==> config.mk <==
export PLATFORM = sky130hd
export DESIGN_NAME = dcf_device_ctrl
export DESIGN_NICKNAME = d
export VERILOG_FILES = /design/src/inc/dcf_pkg.sv /design/src/hw/dcf_device_ctrl.sv
export SDC_FILE = /design/constraint.sdc
export NUM_CORES = 1
export LEC_CHECK = 0
export ABC_AREA = 1
export BUFFER_PORTS_ARGS = -buffer_cell sky130_fd_sc_hd__buf_2
export CAP_MARGIN = 0
export CELL_PAD_IN_SITES_DETAIL_PLACEMENT = 0
export CELL_PAD_IN_SITES_GLOBAL_PLACEMENT = 1
export CORE_AREA = 2 2 128 143
export CTS_CLUSTER_SIZE = 14
export DETAILED_ROUTE_END_ITERATION = 7
export DIE_AREA = 0 0 130 145
export GPL_TIMING_DRIVEN = 0
export PLACE_DENSITY = 0.86
export SYNTH_ARGS = -nofsm -noshare
export SYNTH_HDL_FRONTEND = slang
export SYNTH_SLANG_ARGS = --single-unit
==> constraint.sdc <==
create_clock -name clk -period 1.7 [get_ports clk]
set_input_delay 0.17 -clock clk [delete_from_list [all_inputs] [get_ports clk]]
set_output_delay 0.17 -clock clk [all_outputs]
set_load 0.01 [all_outputs]
==> src/inc/dcf_pkg.sv <==
// register map, field layout, reset values and carrier types of the device control feature block
package dcf_pkg;
   localparam int          ADDR_W         = 8;
   localparam int          PORT_CNT       = 2;
   localparam int          PORT_W         = 1;
   localparam int          RATE_W         = 4;
   localparam int          CLK_MHZ        = 50;
   // byte addresses, one aligned word each
   localparam logic [7:0]  OFS_COMMAND    = 8'h00;
   localparam logic [7:0]  OFS_STATUS     = 8'h04;
   localparam logic [7:0]  OFS_PEAK_BW    = 8'h08;
   localparam logic [7:0]  OFS_THERM_SEL  = 8'h0c;
   localparam logic [7:0]  OFS_THERM_READ = 8'h10;
   localparam logic [7:0]  OFS_CLOCK_SEL  = 8'h14;
   localparam logic [7:0]  OFS_CLOCK_HZ   = 8'h18;
   localparam logic [7:0]  OFS_PORT_SEL   = 8'h1c;
   localparam logic [7:0]  OFS_PORT_RATE  = 8'h20;
   localparam logic [7:0]  OFS_SCAN       = 8'h24;
   // command bits
   localparam int          CMD_RESTORE    = 0;
   localparam int          CMD_BEGIN      = 1;
   localparam int          CMD_END        = 2;
   localparam int          CMD_CHECK      = 3;
   // status bits
   localparam int          ST_VALID       = 0;
   localparam int          ST_BULK        = 1;
   localparam int          ST_LOCKED      = 2;
   // thermal points
   localparam logic [1:0]  TH_SENSOR      = 2'h0;
   localparam logic [1:0]  TH_BOARD       = 2'h1;
   localparam logic [1:0]  TH_CUSTOM      = 2'h2;
   // clock sources
   localparam logic [1:0]  CK_SENSOR      = 2'h0;
   localparam logic [1:0]  CK_ADC         = 2'h1;
   localparam logic [1:0]  CK_LINK        = 2'h2;
   localparam logic [1:0]  CK_CUSTOM      = 2'h3;
   // baud rate entries; the last one stands for the non-standard rate
   typedef enum logic [3:0] {
      BAUD_9600   = 4'h0,
      BAUD_19200  = 4'h1,
      BAUD_38400  = 4'h2,
      BAUD_57600  = 4'h3,
      BAUD_115200 = 4'h4,
      BAUD_230400 = 4'h5,
      BAUD_460800 = 4'h6,
      BAUD_921600 = 4'h7,
      BAUD_CUSTOM = 4'h8
   } dcf_baud_e;
   // reset values
   localparam logic [1:0]  RST_THERM_SEL  = TH_SENSOR;
   localparam logic [1:0]  RST_CLOCK_SEL  = CK_SENSOR;
   localparam logic [3:0]  RST_RATE       = BAUD_115200;
   localparam logic        RST_SCAN_LINE  = 1'b0;
   localparam logic        RST_VALID      = 1'b1;
   localparam logic [31:0] PEAK_BW_DEF    = 32'h05f5e100;
   // measured values supplied by the rest of the camera
   typedef struct packed {
      logic [15:0] sensorTemp;
      logic [15:0] boardTemp;
      logic [15:0] customTemp;
   } dcf_temps_s;
   typedef struct packed {
      logic [31:0] sensorHz;
      logic [31:0] adcHz;
      logic [31:0] linkHz;
      logic [31:0] customHz;
   } dcf_clocks_s;
   // active configuration driven to the camera
   typedef struct packed {
      logic [1:0]                      thermSel;
      logic [1:0]                      clockSel;
      logic                            scanLine;
      logic [PORT_CNT-1:0][RATE_W-1:0] rates;
   } dcf_cfg_s;
endpackage : dcf_pkg

==> src/hw/dcf_device_ctrl.sv <==
// device control feature registers behind an Avalon-MM slave
`timescale 1ns/1ps
`default_nettype none

module dcf_device_ctrl
   import dcf_pkg::*;
#(
   parameter logic [31:0] PEAK_BW       = PEAK_BW_DEF,
   parameter bit          SCAN_WRITABLE = 1'b1
)(
   input  wire logic              clk,
   input  wire logic              reset,
   input  wire logic [ADDR_W-1:0] avsAddress,
   input  wire logic              avsRead,
   input  wire logic              avsWrite,
   input  wire logic [31:0]       avsWritedata,
   input  wire logic [3:0]        avsByteenable,
   output logic      [31:0]       avsReaddata,
   output logic                   avsWaitrequest,
   input  wire logic              beginLocked,
   input  wire dcf_temps_s        temps,
   input  wire dcf_clocks_s       clocks,
   output dcf_cfg_s               activeCfg,
   output logic                   bulkActive,
   output logic                   regsetValid
);

   function automatic logic [31:0] mergeBytes(input logic [31:0] old, input logic [31:0] wd, input logic [3:0] be);
      logic [31:0] res;
      res = old;
      for (int i = 0; i < 4; i++)
         if (be[i])
            res[8*i +: 8] = wd[8*i +: 8];
      return res;
   endfunction : mergeBytes

   function automatic logic rateOk(input logic [RATE_W-1:0] r);
      return r <= BAUD_CUSTOM;
   endfunction : rateOk

   function automatic logic setOk(input logic [1:0] th, input logic [PORT_CNT-1:0][RATE_W-1:0] rs);
      logic ok;
      ok = (th <= TH_CUSTOM);
      for (int i = 0; i < PORT_CNT; i++)
         ok = ok & rateOk(rs[i]);
      return ok;
   endfunction : setOk

   logic                            ackR;
   logic                            restoreR;
   logic                            softRst;
   logic [1:0]                      thermSelR;
   logic [1:0]                      clockSelR;
   logic [PORT_W-1:0]               portSelR;
   logic [PORT_CNT-1:0][RATE_W-1:0] rateR;
   logic                            scanLineR;
   logic                            bulkR;
   logic                            validR;
   dcf_cfg_s                        activeR;
   logic                            wrAcc;
   logic [31:0]                     wdm;
   logic [31:0]                     rdNxt;
   logic                            consistent;
   logic                            cmdBegin;
   logic                            cmdEnd;
   logic                            cmdCheck;
   logic                            cmdRestore;

   // one wait cycle per access; a write is taken at the edge where waitrequest is low, read data is loaded at the wait edge before it
   assign avsWaitrequest = (avsRead | avsWrite) & ~ackR;
   assign wrAcc          = avsWrite & ackR;
   assign softRst        = reset | restoreR;
   assign consistent     = setOk(thermSelR, rateR);

   always_ff @(posedge clk)
   begin
      if (reset)
         ackR <= 1'b0;
      else
         ackR <= (avsRead | avsWrite) & ~ackR;
   end

   always_comb
   begin
      case (avsAddress)
         OFS_THERM_SEL: wdm = mergeBytes({30'h0, thermSelR}, avsWritedata, avsByteenable);
         OFS_CLOCK_SEL: wdm = mergeBytes({30'h0, clockSelR}, avsWritedata, avsByteenable);
         OFS_PORT_SEL:  wdm = mergeBytes({{(32-PORT_W){1'b0}}, portSelR}, avsWritedata, avsByteenable);
         OFS_PORT_RATE: wdm = mergeBytes({28'h0, rateR[portSelR]}, avsWritedata, avsByteenable);
         OFS_SCAN:      wdm = mergeBytes({31'h0, scanLineR}, avsWritedata, avsByteenable);
         default:       wdm = avsByteenable[0] ? avsWritedata : 32'h0;
      endcase
   end

   // commands are one-cycle strobes and never stored
   assign cmdRestore = wrAcc & (avsAddress == OFS_COMMAND) & wdm[CMD_RESTORE];
   assign cmdBegin   = wrAcc & (avsAddress == OFS_COMMAND) & wdm[CMD_BEGIN] & ~beginLocked;
   assign cmdEnd     = wrAcc & (avsAddress == OFS_COMMAND) & wdm[CMD_END];
   assign cmdCheck   = wrAcc & (avsAddress == OFS_COMMAND) & wdm[CMD_CHECK];

   // restore takes effect on the following edge, like a reset pulse
   always_ff @(posedge clk)
   begin
      if (softRst)
         restoreR <= 1'b0;
      else
         restoreR <= cmdRestore;
   end

   // writes outside the legal range are dropped, except scan writes, which take bit 0; in bulk mode thermal point and baud rate writes are taken unchecked
   always_ff @(posedge clk)
   begin
      if (softRst)
      begin
         thermSelR <= RST_THERM_SEL;
         clockSelR <= RST_CLOCK_SEL;
         portSelR  <= '0;
         rateR     <= {PORT_CNT{RST_RATE}};
         scanLineR <= RST_SCAN_LINE;
      end
      else if (wrAcc)
      begin
         case (avsAddress)
            OFS_THERM_SEL:
               if (bulkR || wdm[31:0] <= {30'h0, TH_CUSTOM})
                  thermSelR <= wdm[1:0];
            OFS_CLOCK_SEL:
               if (wdm[31:2] == 30'h0)
                  clockSelR <= wdm[1:0];
            OFS_PORT_SEL:
               if (wdm < PORT_CNT)
                  portSelR <= wdm[PORT_W-1:0];
            OFS_PORT_RATE:
               if (bulkR || (wdm[31:RATE_W] == '0 && rateOk(wdm[RATE_W-1:0])))
                  rateR[portSelR] <= wdm[RATE_W-1:0];
            OFS_SCAN:
               if (SCAN_WRITABLE)
                  scanLineR <= wdm[0];
            default:
               ;
         endcase
      end
   end

   always_ff @(posedge clk)
   begin
      if (softRst)
         bulkR <= 1'b0;
      else if (cmdEnd)
         bulkR <= 1'b0;
      else if (cmdBegin)
         bulkR <= 1'b1;
   end

   always_ff @(posedge clk)
   begin
      if (softRst)
         validR <= RST_VALID;
      else if (cmdEnd || cmdCheck)
         validR <= consistent;
   end

   // outside bulk mode a consistent set is live; in bulk mode it goes live only at a consistent end
   always_ff @(posedge clk)
   begin
      if (softRst)
      begin
         activeR.thermSel <= RST_THERM_SEL;
         activeR.clockSel <= RST_CLOCK_SEL;
         activeR.scanLine <= RST_SCAN_LINE;
         activeR.rates    <= {PORT_CNT{RST_RATE}};
      end
      else if ((!bulkR || cmdEnd) && consistent)
      begin
         activeR.thermSel <= thermSelR;
         activeR.clockSel <= clockSelR;
         activeR.scanLine <= scanLineR;
         activeR.rates    <= rateR;
      end
   end

   always_comb
   begin
      case (avsAddress)
         OFS_COMMAND:    rdNxt = 32'h0;
         OFS_STATUS:     rdNxt = {29'h0, beginLocked, bulkR, validR};
         OFS_PEAK_BW:    rdNxt = (PEAK_BW == 32'h0) ? 32'h1 : PEAK_BW;
         OFS_THERM_SEL:  rdNxt = {30'h0, thermSelR};
         OFS_THERM_READ:
            case (activeR.thermSel)
               TH_SENSOR: rdNxt = {{16{temps.sensorTemp[15]}}, temps.sensorTemp};
               TH_BOARD:  rdNxt = {{16{temps.boardTemp[15]}}, temps.boardTemp};
               default:   rdNxt = {{16{temps.customTemp[15]}}, temps.customTemp};
            endcase
         OFS_CLOCK_SEL:  rdNxt = {30'h0, clockSelR};
         OFS_CLOCK_HZ:
            case (clockSelR)
               CK_SENSOR: rdNxt = clocks.sensorHz;
               CK_ADC:    rdNxt = clocks.adcHz;
               CK_LINK:   rdNxt = clocks.linkHz;
               default:   rdNxt = clocks.customHz;
            endcase
         OFS_PORT_SEL:   rdNxt = {{(32-PORT_W){1'b0}}, portSelR};
         OFS_PORT_RATE:  rdNxt = {28'h0, rateR[portSelR]};
         OFS_SCAN:       rdNxt = {31'h0, scanLineR};
         default:        rdNxt = 32'h0;
      endcase
   end

   always_ff @(posedge clk)
   begin
      if (reset)
         avsReaddata <= 32'h0;
      else if (avsRead && !ackR)
         avsReaddata <= rdNxt;
   end

   assign activeCfg   = activeR;
   assign bulkActive  = bulkR;
   assign regsetValid = validR;
endmodule : dcf_device_ctrl

`default_nettype wire

# After elaboration in Yosys (flattened, before gate mapping)
# Index checks and enable logic that the tools add are counted.
[op_classes]
order_cmp = 8
n_eq_ne = 12
muxes = 18
bitwise = 14
n_reduce_logical = 21
[ops]
columns = ["cell", "count"]
rows = [
  ["case mux 32 bit (9 select lines)", 1],
  ["case mux 32 bit (5 select lines)", 1],
  ["case mux 32 bit (3 select lines)", 1],
  ["2-to-1 mux 8 bit", 8],
  ["case mux 32 bit (2 select lines)", 1],
  ["equality test 8 x 5 -> 1 bit, second input constant", 4],
  ["<= comparator 32 x 2 -> 1 bit, second input constant", 1],
  ["< comparator 32 x 2 -> 1 bit, second input constant", 1],
  ["2-to-1 mux 32 bit", 1],
  ["logical NOT 30 bit", 1],
  ["logical NOT 28 bit", 1],
  ["equality test 8 x 4 -> 1 bit, second input constant", 2],
  ["equality test 8 x 6 -> 1 bit, second input constant", 2],
  ["<= comparator 4 bit, second input constant", 3],
  ["2-to-1 mux 4 bit", 3],
  ["AND reduction 3 bit", 4],
  ["AND 1 bit", 10],
  ["bitwise mux 8 bit", 1],
  ["equality test 8 x 3 -> 1 bit, second input constant", 1],
  ["logical NOT 8 bit", 1],
  ["demux 4 bit (select 1 bit)", 1],
  ["equality test 2 x 1 -> 1 bit, second input constant", 2],
  ["logical AND 1 bit", 4],
  ["logical NOT 2 bit", 2],
  ["other kinds (10)", 16],
]
[word_totals]
ff_bits = 63
inputBits = 225
out_inout_bits = 48
wordCells = 89

# Logic depth before layout (Yosys ltp)
[logic_depth]
word_depth = 8
ltp_mapped = 17
depth_no_buf = 17

# Worst setup path after synthesis
# OpenSTA, ideal clock, no wires.
[synth_path]
kind = "flip-flop to flip-flop"
from = "reg activeR (netlist bit activeCfg[12])"
to = "reg avsReaddata[15]"
arrival_time_ns = 1.622
required_ns = 1.636
path_slack_ns = 0.014
stages_incl_launch_ff = 9
period_less_slack_ns = 1.686
cell_sequence = "dfxtp_1 -> buf_2 -> nor2_1 -> nand2_1 -> a31oi_1 -> nor2_1 -> nand2_1 -> a21oi_1 -> nor2_1"
[synth_between]
elab_chain_len = 3
[synth_lines]
columns = ["element", "line_no", "source"]
rows = [
  ["from (decl)", "dcf_device_ctrl.sv:59", "dcf_cfg_s activeR;"],
  ["equality test 2 x 1 -> 1 bit or logical NOT 2 bit (tied branches)", "dcf_device_ctrl.sv:190", "case (activeR.thermSel)"],
  ["case mux 32 bit (2 select lines) (*)", "dcf_device_ctrl.sv:190", ""],
  ["case mux 32 bit (9 select lines) (*)", "dcf_device_ctrl.sv:184", "case (avsAddress)"],
  ["to (signal assigned)", "dcf_device_ctrl.sv:215", "avsReaddata <= rdNxt;"],
  ["to (decl)", "dcf_device_ctrl.sv:18", "output logic [31:0] avsReaddata,"],
]
# Mark *: on every way between the ends. The rest lies on a longest branch, timed or not.
# A chain may end at the register's enable or synchronous reset.

# Worst setup path after layout
[layout_path]
from = "reg portSelR"
to = "reg rateR[2] in the netlist's numbering"
[layout_between]
elab_chain_len = 8
[layout_lines]
columns = ["element", "line_no", "source"]
rows = [
  ["from (decl)", "dcf_device_ctrl.sv:54", "logic [PORT_W-1:0] portSelR;"],
  ["from (signal assigned)", "dcf_device_ctrl.sv:132", "portSelR <= wdm[PORT_W-1:0];"],
  ["2-to-1 mux 4 bit (implied by the code) (2 in a row)", "dcf_device_ctrl.sv:89", "OFS_PORT_RATE: wdm = mergeBytes({28'h0, rateR[portSelR]}, avsWritedata, avsByteenable);"],
  ["2-to-1 mux 8 bit", "dcf_device_ctrl.sv:32", "if (be[i])"],
  ["case mux 32 bit (5 select lines)", "dcf_device_ctrl.sv:85", "case (avsAddress)"],
  ["<= comparator 4 bit", "dcf_device_ctrl.sv:38", "return r <= BAUD_CUSTOM;"],
  ["logical AND 1 bit", "dcf_device_ctrl.sv:134", "if (bulkR || (wdm[31:RATE_W] == '0 && rateOk(wdm[RATE_W-1:0])))"],
  ["logical OR 1 bit", "dcf_device_ctrl.sv:134", ""],
  ["AND reduction 3 bit (no source line)", "-", ""],
  ["to (signal assigned)", "dcf_device_ctrl.sv:118", "rateR <= {PORT_CNT{RST_RATE}};"],
  ["to (signal, indexed assignment)", "dcf_device_ctrl.sv:135", "rateR[portSelR] <= wdm[RATE_W-1:0];"],
  ["to (decl)", "dcf_device_ctrl.sv:55", "logic [PORT_CNT-1:0][RATE_W-1:0] rateR;"],
]
# Parallel ways exist; a longest one is shown, timed or not. The select of a mux whose other input is x is not followed.

==> impl_results.md <==
* Synthesized cell area at 0.004289 sq mm
* PnR worst setup slack at -146.6 ps
* Hold_buf cts at 0
* Via count at 6,034
* Buf/Inv on CP at 1
* MaxCap Viol Count at 0
* CTS tree: done
* Final Util at 39.24%
* Final Hold Fails at 0
* WP data required at 1910 ps
* Cell family with most CP delay: simple AND/OR/NAND/NOR gates
* GR Util All Layers at 20.84%
* H-tree depth at 3
* Routed WL per cell at 16.31 um
* Worst-Margin Slew at 556.1 ps
* Congestion Overflow GR at 0
* Power Density at 617.4 mW/mm^2
* Worst-case vdd ir drop at 0.4478 mV
* Worst R2R Path Depth at 14
* Status: finished, violations left
* Root buf cell: clkbuf_16
* Crit path time final at 1847 ps
* Largest cells by area after synthesis: dfxtp_1, nand2_1, o21ai_0
* Initial DRC count at 247
* Final setup violation count at 20
* Seq/Total Area, Yosys at 29.40%
* CP Cell Sequence: buf_8, nand2_4, nand2_4, nand2_2, nand3_2, nand2_1, nor2_1, nand3_2, o21bai_2, nand2_2, nand2_4, nand3_4, nand2_1, nand3_1
* Drt drc at 0
* Layout cells sized above 1 at 41.61%
* Antenna Nets Post-Route at 0
* Critical path type: reg -> reg
* DIE AREA at 0.01885 sq mm
* Synth Net Count at 944
* Clk_lat worst skew at 330 ps
* CP Capture Type: register
* Slowest CP cell: dfxtp_4
* Area delta synth->final at 59.39%
* # rows at 51
* Placed Cells incl. Taps at 1,228
* Gp weighted congestion at 0.9172
* HPWL after DPL at 16,420 um
* Final period util at 108.6%
* Synthesized flop and latch total at 63
* Crit path top cell by count: nand2_4
* I/O pins at 273
* Min-Delay Startpoint: avsRead
* Slew Viols, Final at 0
* Ys async rst share at 0%
* Largest net degree at the start of global routing at 13
* CTS Buf Count at 9
* Post-Syn Instances at 719
* DR pass1 iterations at 5
* Largest fanout on the critical path at 5
* Yosys cell types at 32
* Core area at 0.01742 sq mm
* Number of global-route vias before repair at 5,665
* HP Class: in -> reg
* Initial antenna violation count at 0
* Post-synth top area cell: dfxtp_1
* Failing checks: setup timing
* First-pass GRT wire length at 30,070 um
* N_diodes at 0
* Reg2reg start: portSelR
* Final wirelength at 20,700 um
* Most frequent cell after synthesis: nand2_1
* Synth Area per Inst at 5.965 sq um
* NumNets Final at 1,251
* Number of synthesized flops with an enable pin at 0
* Max-slew headroom at 62.93%
* Max Buffers Root-to-Sink at 2
* Synth top area share at 29.40%
* Die extent in x at 130 um
* Cell Count, Final, Fillers Out at 1,269
* Top cells by count, synth: nand2_1, nor2_1, o21ai_0, dfxtp_1, inv_1
* Starting density of the core at 24.62%
* Critical path arrival at 2050 ps
* Main flop type after synthesis: dfxtp_1
* Leakage at 3.305 nW
* Fmax at 541.5 MHz
* Synth warn at 0
* Via density at 4.755
* Flop-to-flop setup slack at -150 ps
* Sink Count at 63
* Dpl ws at -862.7 ps
* Worst R2R End: rateR[2]
* Critical path startpoint category: register
* Overall power at 4.221 mW
* IO Port Bufs at 271
* RSZ-0062 raised after global routing: yes
* Hold Crit Depth at 3
* Clock transition at path regs at 60 ps
* Max stage delay on crit path at 380 ps
* Die height at 145 um
* Clock skew at 6.686 ps
* Hold Path End: ackR
## where the power goes
group	internal, mW	switching, mW	total [mW]	leakage, nW
Sequential	1.51	0.0208	1.53	0.514
Combinational	0.318	0.347	0.665	2.63
Clock	1.29	0.728	2.02	0.157
Total	3.13	1.10	4.22	3.30
## through the flow
stage,cell area [sq um],hold WS [ps],setup TNS [ps]
after floorplan,4289,317.6,0
after global placement,5943,451.1,-29620
after detailed placement,5943,456.4,-29900
after CTS,6654,131.5,-718.5
after global routing,6837,178.5,-3905
final,6837,130.1,-1234
## layout by cell type (no fill, tap or decap), types with 15 or more instances in the layout
cell	Yosys	routed
buf_2	3	274
nand2_1	221	204
nor2_1	88	79
o21ai_0	73	71
dfxtp_1	63	60
a21oi_1	38	37
inv_1	42	36
nand3_1	35	30
buf_4	3	25
nand2_2	11	25
a31oi_1	24	19
inv_2	10	15
nor3_1	18	15
## flip-flops by register name, indices dropped and copies added (netlist names)
register and count:
portSelR 1, avsReaddata 32, restoreR 1, activeCfg 13
ackR 1, thermSelR 2, regsetValid 1, bulkActive 1
clockSelR 2, rateR 8, scanLineR 1
## tightest hold or removal path, cell delays in order
cell and delay [ps]:
buf_2 90, nor2_1 40, nor3_1 110
## metal layers
| metal | GRT usage [%] | wire [um] | up-vias |
|---|---|---|---|
| li1 | - | - | 3029 |
| met1 | 23.30 | 8036 | 2700 |
| met2 | 39.24 | 10670 | 273 |
| met3 | 3.798 | 1501 | 32 |
| met4 | 6.075 | 488 | 0 |
| met5 | 0 | 0 | - |
## cells by family (layout without fill, tap and decap cells)
family                 Yosys count  in the layout  share of synthesized area (%)
flip-flops                      63             63                          29.40
AO/OA/AOI/OAI                  163            163                          21.85
AND/OR/NAND/NOR                404            406                          40.61
buffers and inverters           89            399                          8.139
## timing repair
item	CTS	global route
setup buffers	13	9
endpoints found under the setup margin	58	53
resized for setup	82	50
gates cloned	2	1
pin swaps	31	22
## worst max path at each step
stage | from | endpoint | slack [ps] | cells after the start
after floorplan | activeCfg[12] | avsReaddata[15] | 10 | 8
after global placement | avsAddress[7] | avsReaddata[16] | -870 | 10
after detailed placement | clockSelR[0] | avsReaddata[2] | -860 | 7
after CTS | portSelR | rateR[2] | -110 | 14
after global routing | portSelR | rateR[2] | -230 | 14
final | portSelR | rateR[2] | -150 | 14
## final cells by class
cell class                 count  area, sq um
fill                        1918        10580
multi-input combinational    569         2968
timing repair buffer         294         1534
sequential                    63         1270
tap                          238        297.8
buffer                        36        240.2
clock buffer                  10        229.0
inverter                      53        202.7
clock inverter                 6        95.09
No activity file was read; power rests on OpenSTA's default activity.
